File: config.mk
export PLATFORM = sky130hd
export DESIGN_NAME = pic_top
export DESIGN_NICKNAME = d
export VERILOG_FILES = /design/src/pic_pkg.sv /design/src/pic_chan_if.sv /design/src/pic_top.sv /design/src/pic_edge_detect.sv /design/src/pic_counter.sv
export SDC_FILE = /design/constraint.sdc
export NUM_CORES = 1
export LEC_CHECK = 0
export BUFFER_PORTS_ARGS = -buffer_cell sky130_fd_sc_hd__buf_2
export CAP_MARGIN = 30
export CORE_ASPECT_RATIO = 2
export CORE_UTILIZATION = 40
export CTS_CLUSTER_DIAMETER = 40
export CTS_CLUSTER_SIZE = 14
export DETAILED_ROUTE_END_ITERATION = 7
export GPL_TIMING_DRIVEN = 0
export SLEW_MARGIN = 20
export SYNTH_ARGS = -nofsm -noshare
export SYNTH_HDL_FRONTEND = slang
export SYNTH_HIERARCHICAL = 1
export SYNTH_SLANG_ARGS = --single-unit
File: constraint.sdc
create_clock -name pclk -period 3.9 [get_ports pclk]
set_clock_uncertainty 0.1 [all_clocks]
set_input_delay 0.39 -clock pclk [delete_from_list [all_inputs] [get_ports pclk]]
set_output_delay 0.39 -clock pclk [all_outputs]
set_load 0.02 [all_outputs]
File: src/pic_pkg.sv
// Constants, types and register map of the pulse interval capture channel
//
// Overview of operation
// - Writing 1 to the channel start bit enables counting, forces the count to 0000H and starts it.
// - The count advances on the selected operation clock, which by default is the undivided pclk.
// - In capture mode the capture trigger is the detected valid edge of the capture input pin.
// - The valid edge is selectable as falling, rising or both, with rising-edge-only as the default.
// - On each valid edge while counting, unless a start or stop command arrives in the same cycle, the present count is copied into the capture register.
// - In the same cycle as the capture the count is cleared to 0000H, so each capture after the first since start is one interval.
// - Each capture sets the capture-done status; with its enable bit set this raises the interrupt request, a level able to wake a halted processor.
// - Writing 1 to the channel stop bit disables counting; no captures or requests follow.
package pic_pkg;
  localparam int unsigned PIC_ADDR_W = 8;
  localparam int unsigned PIC_DATA_W = 32;
  localparam int unsigned PIC_CNT_W = 16;
  localparam int unsigned PIC_DIV_W = 4;
  localparam int unsigned PIC_IRQ_N = 2;

  localparam logic [7:0] PIC_CTRL_OFF = 8'h00;
  localparam logic [7:0] PIC_CFG_OFF = 8'h04;
  localparam logic [7:0] PIC_COUNT_OFF = 8'h08;
  localparam logic [7:0] PIC_CAPTURE_OFF = 8'h0c;
  localparam logic [7:0] PIC_IRQ_STATUS_OFF = 8'h10;
  localparam logic [7:0] PIC_IRQ_CLEAR_OFF = 8'h14;
  localparam logic [7:0] PIC_IRQ_ENABLE_OFF = 8'h18;

  localparam int unsigned PIC_CTRL_START_BIT = 0;
  localparam int unsigned PIC_CTRL_STOP_BIT = 1;
  localparam int unsigned PIC_CTRL_RUN_BIT = 0;
  localparam int unsigned PIC_CTRL_VALID_BIT = 1;

  localparam int unsigned PIC_CFG_EDGE_LSB = 0;
  localparam int unsigned PIC_CFG_CLKSEL_BIT = 2;
  localparam int unsigned PIC_CFG_DIV_LSB = 4;

  localparam int unsigned PIC_IRQ_CAP_BIT = 0;
  localparam int unsigned PIC_IRQ_WRAP_BIT = 1;

  localparam logic [15:0] PIC_CNT_RST = 16'h0000;
  localparam logic [15:0] PIC_CNT_MAX = 16'hffff;
  localparam logic PIC_CLKSEL_RST = 1'b0;
  localparam logic [3:0] PIC_DIV_RST = 4'h0;
  localparam logic [1:0] PIC_IRQ_RST = 2'h0;

  typedef enum logic [1:0] {
    PIC_EDGE_FALL = 2'h0,
    PIC_EDGE_RISE = 2'h1,
    PIC_EDGE_BOTH = 2'h2,
    PIC_EDGE_NONE = 2'h3
  } pic_edge_type;

  localparam pic_edge_type PIC_EDGE_RST = PIC_EDGE_RISE;

  typedef enum logic [1:0] {
    PIC_ST_IDLE = 2'b01,
    PIC_ST_COUNT = 2'b10
  } pic_state_type;
endpackage

File: src/pic_chan_if.sv
// Signals shared by the channel's control, edge detector and counter
`timescale 1ns/100ps
`default_nettype none
interface pic_chan_if;
  import pic_pkg::*;
  logic start;
  logic stop;
  logic tick;
  pic_edge_type edge_sel;
  logic edge_hit;
  logic running;
  logic cap_valid;
  logic cap_pulse;
  logic wrap_pulse;
  logic [15:0] count;
  logic [15:0] capture;
  modport ctl(output start, stop, tick, edge_sel,
    input running, cap_valid, cap_pulse, wrap_pulse, count, capture);
  modport det(input edge_sel, output edge_hit);
  modport cnt(input start, stop, tick, edge_hit,
    output running, cap_valid, cap_pulse, wrap_pulse, count, capture);
endinterface
`default_nettype wire

File: src/pic_top.sv
// Pulse interval capture channel with APB registers and interrupt
`timescale 1ns/100ps
`default_nettype none
module pic_top (
  // Clock and reset
  input wire logic pclk,
  input wire logic presetn,
  // APB slave
  input wire logic psel,
  input wire logic penable,
  input wire logic pwrite,
  input wire logic [pic_pkg::PIC_ADDR_W-1:0] paddr,
  input wire logic [pic_pkg::PIC_DATA_W-1:0] pwdata,
  output logic [pic_pkg::PIC_DATA_W-1:0] prdata,
  output logic pready,
  output logic pslverr,
  // Timer pin
  input wire logic capture_input_pin,
  // Interrupt
  output logic capture_done_irq
);
  import pic_pkg::*;

  pic_chan_if chan();

  // Word decode of one register offset
  function automatic logic addr_hit(input logic [7:0] addr, input logic [7:0] off);
    addr_hit = (addr[7:2] == off[7:2]);
  endfunction

  logic pready_q;
  logic pslverr_q;
  logic [31:0] prdata_q;
  logic start_q;
  logic stop_q;
  pic_edge_type edge_sel_q;
  logic clksel_q;
  logic [3:0] div_q;
  logic [15:0] div_cnt_q;
  logic [1:0] sts_q;
  logic [1:0] sts_d;
  logic [1:0] en_q;
  logic irq_q;

  // APB phases
  wire access_w = psel & penable & ~pready_q;
  wire done_w = psel & penable & pready_q;
  wire wr_w = done_w & pwrite;

  wire sel_ctrl_w = addr_hit(paddr, PIC_CTRL_OFF);
  wire sel_cfg_w = addr_hit(paddr, PIC_CFG_OFF);
  wire sel_count_w = addr_hit(paddr, PIC_COUNT_OFF);
  wire sel_cap_w = addr_hit(paddr, PIC_CAPTURE_OFF);
  wire sel_sts_w = addr_hit(paddr, PIC_IRQ_STATUS_OFF);
  wire sel_clr_w = addr_hit(paddr, PIC_IRQ_CLEAR_OFF);
  wire sel_en_w = addr_hit(paddr, PIC_IRQ_ENABLE_OFF);
  wire mapped_w = sel_ctrl_w | sel_cfg_w | sel_count_w | sel_cap_w | sel_sts_w | sel_clr_w | sel_en_w;

  // Command strobes
  wire start_w = wr_w & sel_ctrl_w & pwdata[PIC_CTRL_START_BIT];
  wire stop_w = wr_w & sel_ctrl_w & pwdata[PIC_CTRL_STOP_BIT];

  // Read-back views
  wire [31:0] ctrl_rd_w = {30'h0, chan.cap_valid, chan.running};
  wire [31:0] cfg_rd_w = {24'h0, div_q, 1'b0, clksel_q, edge_sel_q};
  wire [31:0] rd_mux_w = sel_ctrl_w ? ctrl_rd_w :
                         sel_cfg_w ? cfg_rd_w :
                         sel_count_w ? {16'h0, chan.count} :
                         sel_cap_w ? {16'h0, chan.capture} :
                         sel_sts_w ? {30'h0, sts_q} :
                         sel_en_w ? {30'h0, en_q} : 32'h0;

  // Operation clock select: undivided pclk or a power-of-two division
  wire [15:0] div_mask_w = 16'((17'h1 << div_q) - 17'h1);
  wire tick_w = ~clksel_q | ((div_cnt_q & div_mask_w) == div_mask_w);

  // Sticky event sources
  wire [1:0] set_w = {chan.wrap_pulse, chan.cap_pulse};
  wire [1:0] clr_w = (wr_w & sel_clr_w) ? pwdata[1:0] : 2'h0;

  genvar gi;
  generate
    for (gi = 0; gi < PIC_IRQ_N; gi++) begin : g_sts
      assign sts_d[gi] = set_w[gi] | (sts_q[gi] & ~clr_w[gi]);
    end
  endgenerate

  assign chan.start = start_q;
  assign chan.stop = stop_q;
  assign chan.tick = tick_w;
  assign chan.edge_sel = edge_sel_q;

  pic_edge_detect u_edge (
    .pclk(pclk),
    .presetn(presetn),
    .capture_input_pin(capture_input_pin),
    .chan(chan.det)
  );

  pic_counter u_counter (
    .pclk(pclk),
    .presetn(presetn),
    .chan(chan.cnt)
  );

  // APB answer, one wait state
  always_ff @(posedge pclk or negedge presetn) begin
    if (!presetn) begin
      pready_q <= 1'b0;
      pslverr_q <= 1'b0;
      prdata_q <= 32'h0;
    end else begin
      pready_q <= access_w;
      pslverr_q <= access_w & ~mapped_w;
      prdata_q <= access_w ? rd_mux_w : 32'h0;
    end
  end

  // Start and stop commands
  always_ff @(posedge pclk or negedge presetn) begin
    if (!presetn) begin
      start_q <= 1'b0;
      stop_q <= 1'b0;
    end else begin
      start_q <= start_w;
      stop_q <= stop_w;
    end
  end

  // Configuration
  always_ff @(posedge pclk or negedge presetn) begin
    if (!presetn) begin
      edge_sel_q <= PIC_EDGE_RST;
      clksel_q <= PIC_CLKSEL_RST;
      div_q <= PIC_DIV_RST;
    end else if (wr_w && sel_cfg_w) begin
      edge_sel_q <= pic_edge_type'(pwdata[PIC_CFG_EDGE_LSB +: 2]);
      clksel_q <= pwdata[PIC_CFG_CLKSEL_BIT];
      div_q <= pwdata[PIC_CFG_DIV_LSB +: PIC_DIV_W];
    end
  end

  // Prescaler runs only while counting
  always_ff @(posedge pclk or negedge presetn) begin
    if (!presetn) begin
      div_cnt_q <= PIC_CNT_RST;
    end else if (!chan.running || start_q) begin
      div_cnt_q <= PIC_CNT_RST;
    end else begin
      div_cnt_q <= div_cnt_q + 16'h0001;
    end
  end

  // Interrupt status, enable and output
  always_ff @(posedge pclk or negedge presetn) begin
    if (!presetn) begin
      sts_q <= PIC_IRQ_RST;
      en_q <= PIC_IRQ_RST;
      irq_q <= 1'b0;
    end else begin
      sts_q <= sts_d;
      if (wr_w && sel_en_w) begin
        en_q <= pwdata[1:0];
      end
      irq_q <= |(sts_q & en_q);
    end
  end

  assign prdata = prdata_q;
  assign pready = pready_q;
  assign pslverr = pslverr_q;
  assign capture_done_irq = irq_q;
endmodule
`default_nettype wire

File: src/pic_edge_detect.sv
// Synchroniser and valid-edge detector for the capture input pin
`timescale 1ns/100ps
`default_nettype none
module pic_edge_detect (
  // Clock and reset
  input wire logic pclk,
  input wire logic presetn,
  // Pin
  input wire logic capture_input_pin,
  // Channel
  pic_chan_if.det chan
);
  import pic_pkg::*;
  logic sync1_q;
  logic sync2_q;
  logic prev_q;
  wire rise_w = sync2_q & ~prev_q;
  wire fall_w = ~sync2_q & prev_q;

  always_ff @(posedge pclk or negedge presetn) begin
    if (!presetn) begin
      sync1_q <= 1'b0;
      sync2_q <= 1'b0;
      prev_q <= 1'b0;
    end else begin
      sync1_q <= capture_input_pin;
      sync2_q <= sync1_q;
      prev_q <= sync2_q;
    end
  end

  // Valid-edge selection
  assign chan.edge_hit = (chan.edge_sel == PIC_EDGE_RISE) ? rise_w :
                         (chan.edge_sel == PIC_EDGE_FALL) ? fall_w :
                         (chan.edge_sel == PIC_EDGE_BOTH) ? (rise_w | fall_w) : 1'b0;
endmodule
`default_nettype wire

File: src/pic_counter.sv
// Count, capture and clear logic of the channel
`timescale 1ns/100ps
`default_nettype none
module pic_counter (
  // Clock and reset
  input wire logic pclk,
  input wire logic presetn,
  // Channel
  pic_chan_if.cnt chan
);
  import pic_pkg::*;
  pic_state_type state_q, state_d;
  logic [15:0] count_q, count_d;
  logic [15:0] capture_q, capture_d;
  logic cap_pulse_q, cap_pulse_d;
  logic wrap_pulse_q, wrap_pulse_d;
  logic [1:0] seen_q, seen_d;

  always_comb begin
    state_d = state_q;
    count_d = count_q;
    capture_d = capture_q;
    cap_pulse_d = 1'b0;
    wrap_pulse_d = 1'b0;
    seen_d = seen_q;
    unique case (state_q)
      PIC_ST_IDLE: begin
        if (chan.start && !chan.stop) begin
          state_d = PIC_ST_COUNT;
          count_d = PIC_CNT_RST;
          seen_d = 2'h0;
        end
      end
      PIC_ST_COUNT: begin
        if (chan.stop) begin
          state_d = PIC_ST_IDLE;
        end else if (chan.start) begin
          count_d = PIC_CNT_RST;
          seen_d = 2'h0;
        end else if (chan.edge_hit) begin
          capture_d = count_q;
          count_d = PIC_CNT_RST;
          cap_pulse_d = 1'b1;
          seen_d = (seen_q == 2'h2) ? seen_q : seen_q + 2'h1;
        end else if (chan.tick) begin
          count_d = count_q + 16'h0001;
          wrap_pulse_d = (count_q == PIC_CNT_MAX);
        end
      end
      default: begin
        state_d = PIC_ST_IDLE;
      end
    endcase
  end

  always_ff @(posedge pclk or negedge presetn) begin
    if (!presetn) begin
      state_q <= PIC_ST_IDLE;
      count_q <= PIC_CNT_RST;
      capture_q <= PIC_CNT_RST;
      cap_pulse_q <= 1'b0;
      wrap_pulse_q <= 1'b0;
      seen_q <= 2'h0;
    end else begin
      state_q <= state_d;
      count_q <= count_d;
      capture_q <= capture_d;
      cap_pulse_q <= cap_pulse_d;
      wrap_pulse_q <= wrap_pulse_d;
      seen_q <= seen_d;
    end
  end

  assign chan.running = (state_q == PIC_ST_COUNT);
  assign chan.cap_valid = (seen_q == 2'h2);
  assign chan.cap_pulse = cap_pulse_q;
  assign chan.wrap_pulse = wrap_pulse_q;
  assign chan.count = count_q;
  assign chan.capture = capture_q;
endmodule
`default_nettype wire

Word-level counts from Yosys, hierarchy flattened
Index checks and enable logic that the tools add are counted.
{ "totals": {"ff_bits": 89, "in_bits": 46} }
{ "classes": {"reduce_logical": 14, "n_shift": 1, "mux": 36, "eq_ne": 19, "bitwise_logic": 34, "n_addsub": 4} }
{ "ops": {"columns": ["operator", "n"], "rows": [
  ["$mux W16", 11],
  ["$add A16 B1 Y16 const B", 2],
  ["$pmux W16 S2", 1],
  ["$mux W2", 10],
  ["$eq A6 B3 Y1 const B", 3],
  ["$and A16 B16 Y16", 1],
  ["$eq A16 B16 Y1", 1],
  ["$eq A16 B16 Y1 const B", 1],
  ["$shl A1 B4 Y16 const A", 1],
  ["$sub A16 B1 Y16 const B", 1],
  ["$and A1 B1 Y1", 13],
  ["$eq A6 B2 Y1 const B", 2],
  ["$mux W1", 12],
  ["$or A1 B1 Y1", 10],
  ["$not A1 Y1", 9],
  ["$pmux W2 S2", 2],
  ["$reduce_and A4 Y1", 2],
  ["$eq A2 B2 Y1 const B", 3],
  ["$eq A6 B1 Y1 const B", 1],
  ["$logic_not A6 Y1", 1],
  ["$ne A3 B2 Y1 const B", 2],
  ["$reduce_and A5 Y1", 1],
  ["$eq A2 B1 Y1 const B", 2],
  ["$ne A2 B1 Y1 const B", 2],
  ["other kinds (11)", 14]
]} }

Longest topological paths before layout
Gate-level depths: netlist (run 1).
{ "logic_depth": {"ltp_word": 10, "depth_mapped": 15, "mapped_depth_nobuf": 11} }

By module
The synthesis (run 1) kept the hierarchy.
{ "modules_own_cells": {"columns": ["module", "n_inst", "seq_area_each_um2", "cells_per_inst", "area_per_inst_um2"], "rows": [
  ["pic_top", 1, 1177.4, 265, 2636.3],
  ["pic_counter", 1, 952.2, 153, 1736.7],
  ["pic_edge_detect", 1, 75.1, 10, 130.1]
]} }

Worst setup path after synthesis (run 1)
No wires, ideal clock.
{ "synth_path": {"path_type": "reg-to-reg", "from": "register div_q[3]", "to": "register u_counter.count_q[7] (netlist: u_counter/chan.count[7])", "n_path_buf": 3, "setup_slack_ps": 654, "path_stages_with_launch": 15, "arrival_time_ps": 3068, "cell_sequence": "dfrtp_1 -> buf_6 -> nor3_1 -> nand2_1 -> ha_1 -> clkbuf_1 -> nand4b_1 -> a21oi_1 -> o31a_1 -> o41ai_1 -> nor3_1 -> o22a_2 -> buf_6 -> or4_1 -> a21oi_1"} }
{ "synth_via": {"elab_chain_cells": 7} }
{ "synth_lines": {"columns": ["item", "line", "rtl"], "rows": [
  ["from (decl)", "pic_top.sv:38", "logic [3:0] div_q;"],
  ["from (signal assigned)", "pic_top.sv:139", "div_q <= pwdata[PIC_CFG_DIV_LSB +: PIC_DIV_W];"],
  ["$shl A1 B4 Y16 *", "pic_top.sv:74", "wire [15:0] div_mask_w = 16'((17'h1 << div_q) - 17'h1);"],
  ["$sub A16 B1 Y16 *", "pic_top.sv:74", null],
  ["$and A16 B16 Y16", "pic_top.sv:75", "wire tick_w = ~clksel_q | ((div_cnt_q & div_mask_w) == div_mask_w);"],
  ["$eq A16 B16 Y1 *", "pic_top.sv:75", null],
  ["$or A1 B1 Y1 *", "pic_top.sv:75", null],
  ["named net chan.tick", "pic_chan_if.sv:8", "logic tick;"],
  ["$ne A4 B3 Y1 (no source line) *", null, null],
  ["$reduce_and A4 Y1 (no source line) *", null, null],
  ["to (signal assigned)", "pic_counter.sv:66", "count_q <= count_d;"],
  ["to (decl)", "pic_counter.sv:13", "logic [15:0] count_q, count_d;"]
]} }
Mark *: on every way through the listed nets, which the timed path passes. The rest lies on a longest branch.
A chain may end at the register's enable or synchronous reset.

Worst setup path after layout (run 1)
{ "layout_path": {"from": "register div_q[3]", "to": "register u_counter.count_q[5] (netlist: u_counter/chan.count[5])"} }
The elaborated chain is that of the path after synthesis.

==> flow_metrics.env, run 1 <==
export IMPL_synth_adder_area_share=0.0167
export IMPL_clock_tree_root_cell="clkbuf_16"
export IMPL_synth_enable_flop_cells=0
export IMPL_drc_errors=0
export IMPL_pin_count=81
export IMPL_max_slew_margin=0.418
export IMPL_path_buf_inv=3
export IMPL_ctsHtreeMaxLevel=3
export IMPL_fin_tns_setup_ns=0
export IMPL_grt_antenna_before_repair=0
export IMPL_ys_warnings_count=6
export IMPL_max_stage_delay_on_crit_path_ns=0.47
export IMPL_die_w_um=77.0
export IMPL_layout_common_cells="dfrtp_1, buf_2, a21oi_1"
export IMPL_numCtsBuffers=9
export IMPL_timing_hold_violations_final=0
export IMPL_synth_flop_cell="dfrtp_1"
export IMPL_max_clk_rate_ghz=0.274
export IMPL_buffer_ports_inserted=36
export IMPL_hold_ws_ns=0.0720
export IMPL_routed_wire_length_per_instance_um=16.9
export IMPL_floorplan_core_area_mm2=0.0109
export IMPL_syn_mean_instance_area_um2=10.5
export IMPL_drive_above_1_share=0.231
export IMPL_clock_sinks=88
export IMPL_initialDrtViolationCount=141
export IMPL_muxShareOfSynthArea=0.0972
export IMPL_grt_start_max_net_pins=58
export IMPL_cp_required_ns=4.06
export IMPL_asyncSetResetFlopFracSynth=1.00
export IMPL_postLayoutCoreUtil=0.482
export IMPL_clkLatencyLatePin_ns=0.34
export IMPL_post_cts_buffers=0
export IMPL_routed_via_count=3491
export IMPL_synth_compound_area_frac=0.119
export IMPL_critical_path_endpoint_type="flip-flop"
export IMPL_p_leak_nw=2.48
export IMPL_start_util=0.411
export IMPL_vias_per_instance=5.47
export IMPL_clock_path_buffers=2
export IMPL_cap_violations=0
export IMPL_groute_layer_met2_usage=0.375
export IMPL_die_area_mm2=0.0117
export IMPL_final_setup_worst_slack_ns=0.255
export IMPL_dominant_combinational_cell_family_by_area_after_synthesis="simple AND/OR/NAND/NOR gates"
export IMPL_global_route_wire_length_before_repair_um=17800
export IMPL_synth_sequential_area_ratio=0.490
export IMPL_global_route_usage_met3=0.0252
export IMPL_dp_hpwl_um=7950
export IMPL_tritoncts="done"
export IMPL_rsz_0062_raised_after_global_routing="no"
export IMPL_synth_distinct_cells=56
export IMPL_flip_flop_and_latch_count_after_synthesis=88
export IMPL_clk_transition_reported_paths_ns=0.07
export IMPL_globalRouteTotalUtil=0.195
export IMPL_path_cells="buf_6 -> nor3_2 -> nand2_1 -> ha_1 -> clkbuf_1 -> nand4b_1 -> a21oi_1 -> o31a_1 -> o41ai_4 -> nor3_1 -> o22a_2 -> buf_6 -> or4_1 -> a21oi_1"
export IMPL_synth_area_mm2=0.00450
export IMPL_post_place_setup_slack_ns=-0.0466
export IMPL_place_gp_congestion=0.861
export IMPL_die_height_um=152
export IMPL_setup_viol=0
export IMPL_number_of_nets_in_the_layout=545
export IMPL_timing_critical_path_arrival_ns=3.80
export IMPL_crit_path_max_fanout=10
export IMPL_grt_pass1_vias=3594
export IMPL_drt_total_wl_um=10800
export IMPL_iteration_count_of_the_initial_detailed_routing_pass=5
export IMPL_powerDensity_mw_per_mm2=353
export IMPL_critical_path_s_top_delay_family="compound AO/OA/AOI/OAI gates"
export IMPL_groute_layer_met1_usage=0.191
export IMPL_layout_commonest_cell="dfrtp_1"
export IMPL_setup_worst_path_start_class="flip-flop"
export IMPL_period_minus_slack_ns=3.65
export IMPL_global_route_peak_usage_layer="met2"
export IMPL_grt_remaining_overflow=0
export IMPL_synth_xor_xnor_area_share=0.0233
export IMPL_finalMaxSlewViolations=0
export IMPL_area_growth_synth_to_final_pct=17.1
export IMPL_status="completed"
export IMPL_rows=54
export IMPL_vdd_ir_drop_max_v=0.000200
export IMPL_yosys_area_share_simple=0.179
export IMPL_crit_type="flip-flop to flip-flop"
export IMPL_final_antenna_net_count=0
export IMPL_ant_diodes=0
export IMPL_critical_path_slowest_cell="or4_1"
export IMPL_type_of_the_worst_min_delay_path="input port to flip-flop"
export IMPL_worstMarginPinSlew_ns=0.864
export IMPL_synth_cells=428
export IMPL_share_of_the_clock_period_used_by_the_worst_path_after_layout=0.935
[layout make-up]
cell class	count	area [um^2]
Fill cell	1074	5670
Sequential cell	88	2200
Multi-Input combinational cell	299	2050
Buffer	41	279
Clock buffer	9	225
Timing Repair Buffer	39	225
Tap cell	140	175
Clock inverter	7	61.3
Inverter	15	56.3
[cells by family (layout without fill, tap and decap cells)]
family                     after synthesis  after routing
DFF                                     88             88
buffers and inverters                   56            111
AOI/OAI and AO/OA                       83             83
other                                    1             16
muxes                                   38             38
and+or+nand+nor                        144            144
xor gates and xnor gates                12             12
adders and majority gates                6              6
[report_power, final]
group,internal [mW],leakage (nW),switching (mW)
Combinational,0.0426,1.13,0.0701
Clock,0.445,0.140,0.383
Sequential,0.916,1.21,0.00307
[metrics by stage]
stage | power [mW] | std cells | instance area, um^2
2_1_floorplan | 1.00 | 443 | 4560
3_3_place_gp | 1.04 | 619 | 4910
3_5_place_dp | 1.05 | 620 | 4940
4_1_cts | 1.89 | 637 | 5250
5_1_grt | 1.93 | 638 | 5270
6_report | 1.86 | 638 | 5270
[flip-flops by register name, indices dropped and copies added, names as in the netlist, 2 cells and up]
register                flops
u_counter/state_q           2
u_counter/chan.capture     16
div_cnt_q                  15
u_counter/chan.count       16
chan.edge_sel               2
div_q                       4
sts_q                       2
prdata                     16
en_q                        2
u_counter/seen_q            2
[path summary, 6_finish.rpt]
path	cells past startpoint	slack, ns	endpoint	start
worst min register to register	0	0.25	u_edge/sync2_q	u_edge/sync1_q
max in group asynchronous	3	2.61	u_counter/state_q[0]	presetn
min in group asynchronous	2	0.44	u_edge/sync2_q	presetn
worst min-delay path	1	0.07	u_edge/sync1_q	capture_input_pin
worst max register to register	14	0.25	u_counter/chan.count[5]	div_q[3]
worst max-delay path	14	0.25	u_counter/chan.count[5]	div_q[3]
[cell usage after synthesis, types with 2 or more instances]
library cell,count,share of area
dfrtp_1,86,0.48
a21oi_1,30,0.033
nor2_1,27,0.023
nand2_1,24,0.020
mux2_2,18,0.045
buf_4,16,0.027
inv_1,15,0.013
clkbuf_1,14,0.012
mux2i_1,13,0.029
nand3_1,12,0.013
o21ai_0,11,0.012
o31ai_1,11,0.018
or4_1,11,0.018
nand4_1,10,0.014
nor3_1,9,0.010
and2_1,8,0.011
buf_6,8,0.020
or3_1,8,0.011
xor2_1,8,0.016
mux2_4,7,0.023
nand2b_1,7,0.0097
ha_1,6,0.017
o221ai_1,6,0.012
and3_1,5,0.0069
nand3b_1,5,0.0083
xnor2_1,4,0.0078
a21o_1,3,0.0050
and4_1,3,0.0058
nor4_1,3,0.0042
o21bai_1,3,0.0050
o22ai_1,3,0.0042
a21boi_0,2,0.0033
a31oi_1,2,0.0028
and3b_1,2,0.0039
buf_2,2,0.0022
dfstp_2,2,0.012
nand4b_1,2,0.0039
nor4b_1,2,0.0039
o32ai_1,2,0.0039
or3_4,2,0.0050
[per-layer routing]
| metal | vias up | share of wire |
|---|---|---|
| li1 | 1648 | - |
| met1 | 1746 | 0.35 |
| met2 | 69 | 0.58 |
| met3 | 28 | 0.025 |
| met4 | 0 | 0.047 |
| met5 | - | 0 |
[worst reg2reg max path: stages, from the launching register on]
cell and delay, ns:
dfrtp_1 0.44, buf_6 0.17, nor3_2 0.21, nand2_1 0.10, ha_1 0.18, clkbuf_1 0.22, nand4b_1 0.17, a21oi_1 0.07
o31a_1 0.31, o41ai_4 0.45, nor3_1 0.11, o22a_2 0.26, buf_6 0.15, or4_1 0.48, a21oi_1 0.16
[what timing repair did]
| action | 4_1_cts | 5_1_grt |
|---|---|---|
| hold endpoints to repair | 30 | 0 |
| resized for setup | 1 | 7 |
| setup endpoints to repair | 4 | 15 |
| hold buffers | 1 | 0 |
Note: power is estimated with default switching activity, not from simulation.
==> run 2, diff against run 1 <==
--- a/config.mk
+++ b/config.mk
@@ -13,6 +13,7 @@
 export CTS_CLUSTER_SIZE = 14
 export DETAILED_ROUTE_END_ITERATION = 7
 export GPL_TIMING_DRIVEN = 0
+export MAX_ROUTING_LAYER = met4
 export SLEW_MARGIN = 20
 export SYNTH_ARGS = -nofsm -noshare
 export SYNTH_HDL_FRONTEND = slang
==> run 2 against run 1 <==
Sequential share of layout area unchanged. Worst hold slack is essentially flat. Combinational power about the same. Sequential cell count stayed put. Clock power up 0.7%. Via count is 0.60% lower. Largest cell class unchanged. Die area unchanged. Largest power group unchanged. Count of clock-buffer cells in the layout did not move. First-iteration DRC count rose by 23%. Total power grew 0.35%. Register-to-register slack lost 0.02 ns. Utilization stayed put.
==> flow_metrics.env, run 2 (synthesis gave the netlist of run 1 again) <==
export IMPL_status="completed"
export IMPL_numCtsBuffers=9
export IMPL_p_leak_nw=2.48
export IMPL_global_route_peak_usage_layer="met2"
export IMPL_finalMaxSlewViolations=0
export IMPL_number_of_nets_in_the_layout=545
export IMPL_drt_total_wl_um=10800
export IMPL_layout_commonest_cell="dfrtp_1"
export IMPL_pin_count=81
export IMPL_crit_path_max_fanout=10
export IMPL_path_cells="buf_6 -> nor3_2 -> nand2_1 -> ha_1 -> clkbuf_1 -> xor2_1 -> a2bb2oi_1 -> o22ai_1 -> o41ai_4 -> nor3_1 -> o22a_2 -> buf_6 -> or4_1 -> a21oi_1"
export IMPL_layout_common_cells="dfrtp_1, buf_2, a21oi_1"
export IMPL_initialDrtViolationCount=173
export IMPL_critical_path_slowest_cell="or4_1"
export IMPL_drc_errors=0
export IMPL_groute_layer_met2_usage=0.375
export IMPL_max_clk_rate_ghz=0.273
export IMPL_dpl_cell_area_mm2=0.00494
export IMPL_globalRouteTotalUtil=0.201
export IMPL_vdd_ir_drop_max_v=0.000200
export IMPL_hp_start="capture_input_pin"
export IMPL_crit_type="flip-flop to flip-flop"
export IMPL_timing_critical_path_arrival_ns=3.82
export IMPL_grt_pass1_vias=3603
export IMPL_die_height_um=152
export IMPL_buffer_ports_inserted=36
export IMPL_rsz_0062_raised_after_global_routing="no"
export IMPL_groute_layer_met1_usage=0.191
export IMPL_clkPwrFrac=0.447
export IMPL_clkLatencyLatePin_ns=0.34
export IMPL_grt_start_max_net_pins=58
export IMPL_power_switching_share=0.248
export IMPL_p_seq_frac=0.492
export IMPL_type_of_the_worst_min_delay_path="input port to flip-flop"
export IMPL_setup_viol=0
export IMPL_cp_required_ns=4.06
export IMPL_global_route_wire_length_before_repair_um=17800
export IMPL_global_route_usage_met3=0.0252
export IMPL_vias_per_instance=5.44
export IMPL_regArea_mm2=0.00220
export IMPL_cp_startpoint="div_q[3]"
export IMPL_rows=54
export IMPL_fillerInstances=1074
export IMPL_critical_path_endpoint_type="flip-flop"
export IMPL_p_sw_uw=463
export IMPL_max_slew_margin=0.414
export IMPL_postLayoutCellArea_mm2=0.00527
export IMPL_setup_worst_path_start_class="flip-flop"
export IMPL_clock_sinks=88
export IMPL_iteration_count_of_the_initial_detailed_routing_pass=4
export IMPL_area_growth_synth_to_final_pct=17.1
export IMPL_final_antenna_net_count=0
export IMPL_floorplan_core_area_mm2=0.0109
export IMPL_routed_wire_length_per_instance_um=17.0
export IMPL_routed_via_count=3470
export IMPL_die_w_um=77.0
export IMPL_critPathMostFrequentCell="buf_6"
export IMPL_clk_transition_reported_paths_ns=0.07
export IMPL_cap_violations=0
export IMPL_drive_above_1_share=0.231
export IMPL_internal_power_mw=1.40
export IMPL_rr_startpoint="div_q[3]"
export IMPL_place_gp_congestion=0.875
export IMPL_powerDensity_mw_per_mm2=354
export IMPL_footprint_of_the_multi_input_gates_mm2=0.00205
export IMPL_start_util=0.411
export IMPL_grt_antenna_before_repair=0
export IMPL_report_power_total_mw=1.87
export IMPL_dp_hpwl_um=7950
export IMPL_grt_remaining_overflow=0
export IMPL_share_of_the_clock_period_used_by_the_worst_path_after_layout=0.939
export IMPL_tritoncts="done"
export IMPL_clock_path_buffers=2
export IMPL_worstMarginPinSlew_ns=0.870
export IMPL_timing_hold_violations_final=0
export IMPL_clock_tree_root_cell="clkbuf_16"
export IMPL_ant_diodes=0
export IMPL_period_minus_slack_ns=3.66
export IMPL_max_stage_delay_on_crit_path_ns=0.47
export IMPL_die_area_mm2=0.0117
export IMPL_ctsHtreeMaxLevel=3
export IMPL_comb_power_share=0.060
[run 2: path summary, 6_finish.rpt]
check	cells past startpoint	slack (ns)	to
max	14	0.24	u_counter/chan.count[5]
min	1	0.07	u_edge/sync1_q
max reg2reg	14	0.24	u_counter/chan.count[5]
min reg2reg	0	0.25	u_edge/sync2_q
max in group asynchronous	3	2.60	u_counter/state_q[0]
min in group asynchronous	2	0.44	u_counter/chan.capture[13]
[run 2: timing repair]
item,in CTS,in global routing
buffers inserted,0,0
hold buffers,1,0
setup endpoints to repair,4,15
gates cloned,0,0
resized for setup,1,7
endpoints found under the hold margin,30,0
[run 2: critical path, delay by kind of cell, from the launching register on]
family                     cells  cell delay (ns)
buffers and inverters          3             0.54
adders and majority gates      1             0.17
AOI/OAI and AO/OA              5             1.25
DFF                            1             0.44
and+or+nand+nor                4             0.88
xor gates and xnor gates       1             0.19
[run 2: layout make-up]
class,count,share of cell area
well taps,140,0.0332
inverters,15,0.0107
multi-input cells,299,0.388
repair buffers,39,0.0427
flip-flops and latches,88,0.418
clock buffers,9,0.0427
plain buffers,41,0.0529
clock inverters,7,0.0116
[run 2: per-stage QoR]
step                setup WS [ns]  TNS (ns)  utilization  hold WS [ns]  cells
floorplan                   0.654         0            -      -0.00559    443
global placement           0.0557         0        0.449         0.240    619
detailed placement        -0.0466    -0.110        0.452         0.241    620
CTS                         0.133         0        0.480        0.0579    637
global route               0.0893         0        0.482        0.0593    638
finish                      0.236         0        0.482        0.0722    638
[run 2: per-layer routing]
| metal | wire length, um | part of all wire | up-vias |
|---|---|---|---|
| met5 | 0 | 0 | - |
| met4 | 540 | 0.050 | 0 |
| li1 | - | - | 1644 |
| met2 | 6200 | 0.57 | 68 |
| met1 | 3810 | 0.35 | 1727 |
| met3 | 267 | 0.025 | 31 |
[run 2: power groups by stage]
stage,combinational (mW),clock [mW],sequential (mW)
3_3_place_gp,0.104,0,0.937
3_5_place_dp,0.110,0,0.937
2_1_floorplan,0.0637,0,0.938
4_1_cts,0.112,0.855,0.919
6_report,0.113,0.835,0.919
5_1_grt,0.125,0.884,0.920
==> run 3, diff against run 2 <==
==> constraint.sdc (replaced) <==
create_clock -name pclk -period 3.9 [get_ports pclk]
set_clock_uncertainty 0.1 [all_clocks]
set_input_delay 0.585 -clock pclk [delete_from_list [all_inputs] [get_ports pclk]]
set_output_delay 0.585 -clock pclk [all_outputs]
set_load 0.02 [all_outputs]
==> run 3 against run 2 <==
Sequential share of layout area up 0.080 points. Wire length fell by 0.44%. Sequential cell count did not move. Combinational power hardly changed. Register-to-register slack improved by 0.02 ns. Utilization is 0.091 points lower. Critical endpoint unchanged. Die area is the same. Final cell count fell by 0.16%. Worst hold slack improved by 0.016 ns. Via count about the same. Count of clock-buffer cells in the layout unchanged.
==> flow_metrics.env, run 3 (synthesis gave the netlist of run 1 again) <==
export IMPL_status="completed"
export IMPL_timing_reg2reg_worst_path_depth=14
export IMPL_tritoncts="done"
export IMPL_timing_critical_path_arrival_ns=3.81
export IMPL_clock_path_buffers=2
export IMPL_die_height_um=152
export IMPL_max_slew_margin=0.447
export IMPL_setup_worst_path_start_class="flip-flop"
export IMPL_p_seq_frac=0.493
export IMPL_buffer_ports_inserted=36
export IMPL_routed_via_count=3469
export IMPL_rr_startpoint="div_q[3]"
export IMPL_worstMarginPinSlew_ns=0.821
export IMPL_globalRouteTotalUtil=0.201
export IMPL_p_leak_nw=2.48
export IMPL_finalMaxSlewViolations=0
export IMPL_cts_hold_buffers_added=0
export IMPL_grt_remaining_overflow=0
export IMPL_cp_required_ns=4.06
export IMPL_internal_power_mw=1.40
export IMPL_vdd_ir_drop_max_v=0.000201
export IMPL_start_util=0.411
export IMPL_cp_startpoint="div_q[3]"
export IMPL_p_sw_uw=463
export IMPL_clock_sinks=88
export IMPL_drc_errors=0
export IMPL_max_clk_rate_ghz=0.274
export IMPL_type_of_the_worst_min_delay_path="input port to async pin"
export IMPL_share_of_the_clock_period_used_by_the_worst_path_after_layout=0.935
export IMPL_period_minus_slack_ns=3.65
export IMPL_setup_viol=0
export IMPL_hold_ws_ns=0.0880
export IMPL_grt_antenna_before_repair=0
export IMPL_die_area_mm2=0.0117
export IMPL_dp_hpwl_um=7950
export IMPL_critPathMostFrequentCell="buf_6"
export IMPL_vias_per_instance=5.45
export IMPL_critical_path_slowest_cell="or4_1"
export IMPL_fillerInstances=1075
export IMPL_floorplan_core_area_mm2=0.0109
export IMPL_routed_wire_length_per_instance_um=16.9
export IMPL_clkPwrFrac=0.448
export IMPL_crit_type="flip-flop to flip-flop"
export IMPL_timing_hold_violations_final=0
export IMPL_comb_power_share=0.060
export IMPL_clk_transition_reported_paths_ns=0.07
export IMPL_area_growth_synth_to_final_pct=16.9
export IMPL_critical_path_endpoint_type="flip-flop"
export IMPL_die_w_um=77.0
export IMPL_clkLatencyLatePin_ns=0.34
export IMPL_initialDrtViolationCount=155
export IMPL_crit_path_max_fanout=10
export IMPL_rows=54
export IMPL_number_of_nets_in_the_layout=544
export IMPL_max_stage_delay_on_crit_path_ns=0.48
export IMPL_powerDensity_mw_per_mm2=355
export IMPL_drive_above_1_share=0.231
export IMPL_path_cells="buf_6 -> nor3_2 -> nand2_1 -> ha_1 -> clkbuf_1 -> xor2_1 -> a2bb2oi_1 -> o22ai_1 -> o41ai_4 -> nor3_1 -> o22a_2 -> buf_6 -> or4_1 -> a21oi_1"
export IMPL_grt_pass1_vias=3603
export IMPL_rsz_0062_raised_after_global_routing="no"
export IMPL_grt_start_max_net_pins=58
export IMPL_iteration_count_of_the_initial_detailed_routing_pass=4
export IMPL_power_switching_share=0.248
export IMPL_place_gp_congestion=0.875
export IMPL_layout_commonest_cell="dfrtp_1"
export IMPL_pin_count=81
export IMPL_numCtsBuffers=9
export IMPL_layout_common_cells="dfrtp_1, buf_2, a21oi_1"
export IMPL_postLayoutCellArea_mm2=0.00526
export IMPL_ant_diodes=0
export IMPL_final_antenna_net_count=0
export IMPL_ctsHtreeMaxLevel=3
export IMPL_drt_total_wl_um=10800
export IMPL_cap_violations=0
export IMPL_clock_tree_root_cell="clkbuf_16"
export IMPL_report_power_total_mw=1.87
export IMPL_global_route_wire_length_before_repair_um=17800
export IMPL_dpl_cell_area_mm2=0.00494
[run 3: changes by cell type in the layout (fill, tap and decap cells not counted)]
cell / delta
dlygate4sd3_1: -1
[run 3: power by group through the flow]
stage,combinational (mW),clock [mW],sequential [mW]
2_1_floorplan,0.0637,0,0.938
3_3_place_gp,0.104,0,0.937
3_5_place_dp,0.110,0,0.937
4_1_cts,0.111,0.855,0.919
5_1_grt,0.124,0.884,0.920
6_report,0.112,0.835,0.919
[run 3: layout make-up]
cell class                 instances  area (um^2)  share of cell area
tap                              140          175              0.0333
timing repair buffer              38          215              0.0409
clock inverter                     7         61.3              0.0117
inverter                          15         56.3              0.0107
multi-input combinational        299         2050               0.389
buffer                            41          279              0.0530
clock buffer                       9          225              0.0428
sequential                        88         2200               0.419
[run 3: worst paths after layout]
path                                               to  slack [ns]
max in group asynchronous        u_counter/state_q[0]        2.94
max reg2reg                   u_counter/chan.count[5]        0.25
max                           u_counter/chan.count[5]        0.25
min in group pclk                      u_edge/sync2_q        0.25
min                        u_counter/chan.capture[13]        0.09
min reg2reg                            u_edge/sync2_q        0.25
[run 3: per-layer routing]
metal | track usage | vias up | wire length [um]
li1 | - | 1642 | -
met3 | 0.0252 | 36 | 298
met1 | 0.191 | 1713 | 3710
met5 | - | - | 0
met2 | 0.374 | 78 | 6210
met4 | 0.120 | 0 | 550
[run 3: critical path: cells and delay by family, from the launching register on]
family	cells	cell delay, ns
buffers and inverters	3	0.54
AND/OR/NAND/NOR	4	0.88
adder cells (fa/ha/maj)	1	0.17
XOR/XNOR	1	0.19
AO/OA/AOI/OAI	5	1.24
flip-flops	1	0.44
[run 3: through the flow]
stage / setup WS, ns / util / instances / setup TNS [ns]
2_1_floorplan: 0.654 / - / 443 / 0
3_3_place_gp: 0.0557 / 0.449 / 619 / 0
3_5_place_dp: -0.0466 / 0.452 / 620 / -0.110
4_1_cts: 0.133 / 0.479 / 636 / 0
5_1_grt: 0.0893 / 0.481 / 637 / 0
6_report: 0.253 / 0.481 / 637 / 0
[run 3: what timing repair did]
action                     in CTS  in global routing
gates cloned                    0                  0
setup endpoints to repair       4                 15
buffers inserted                0                  0
gates resized for setup         1                  7
pin swaps                       0                  0
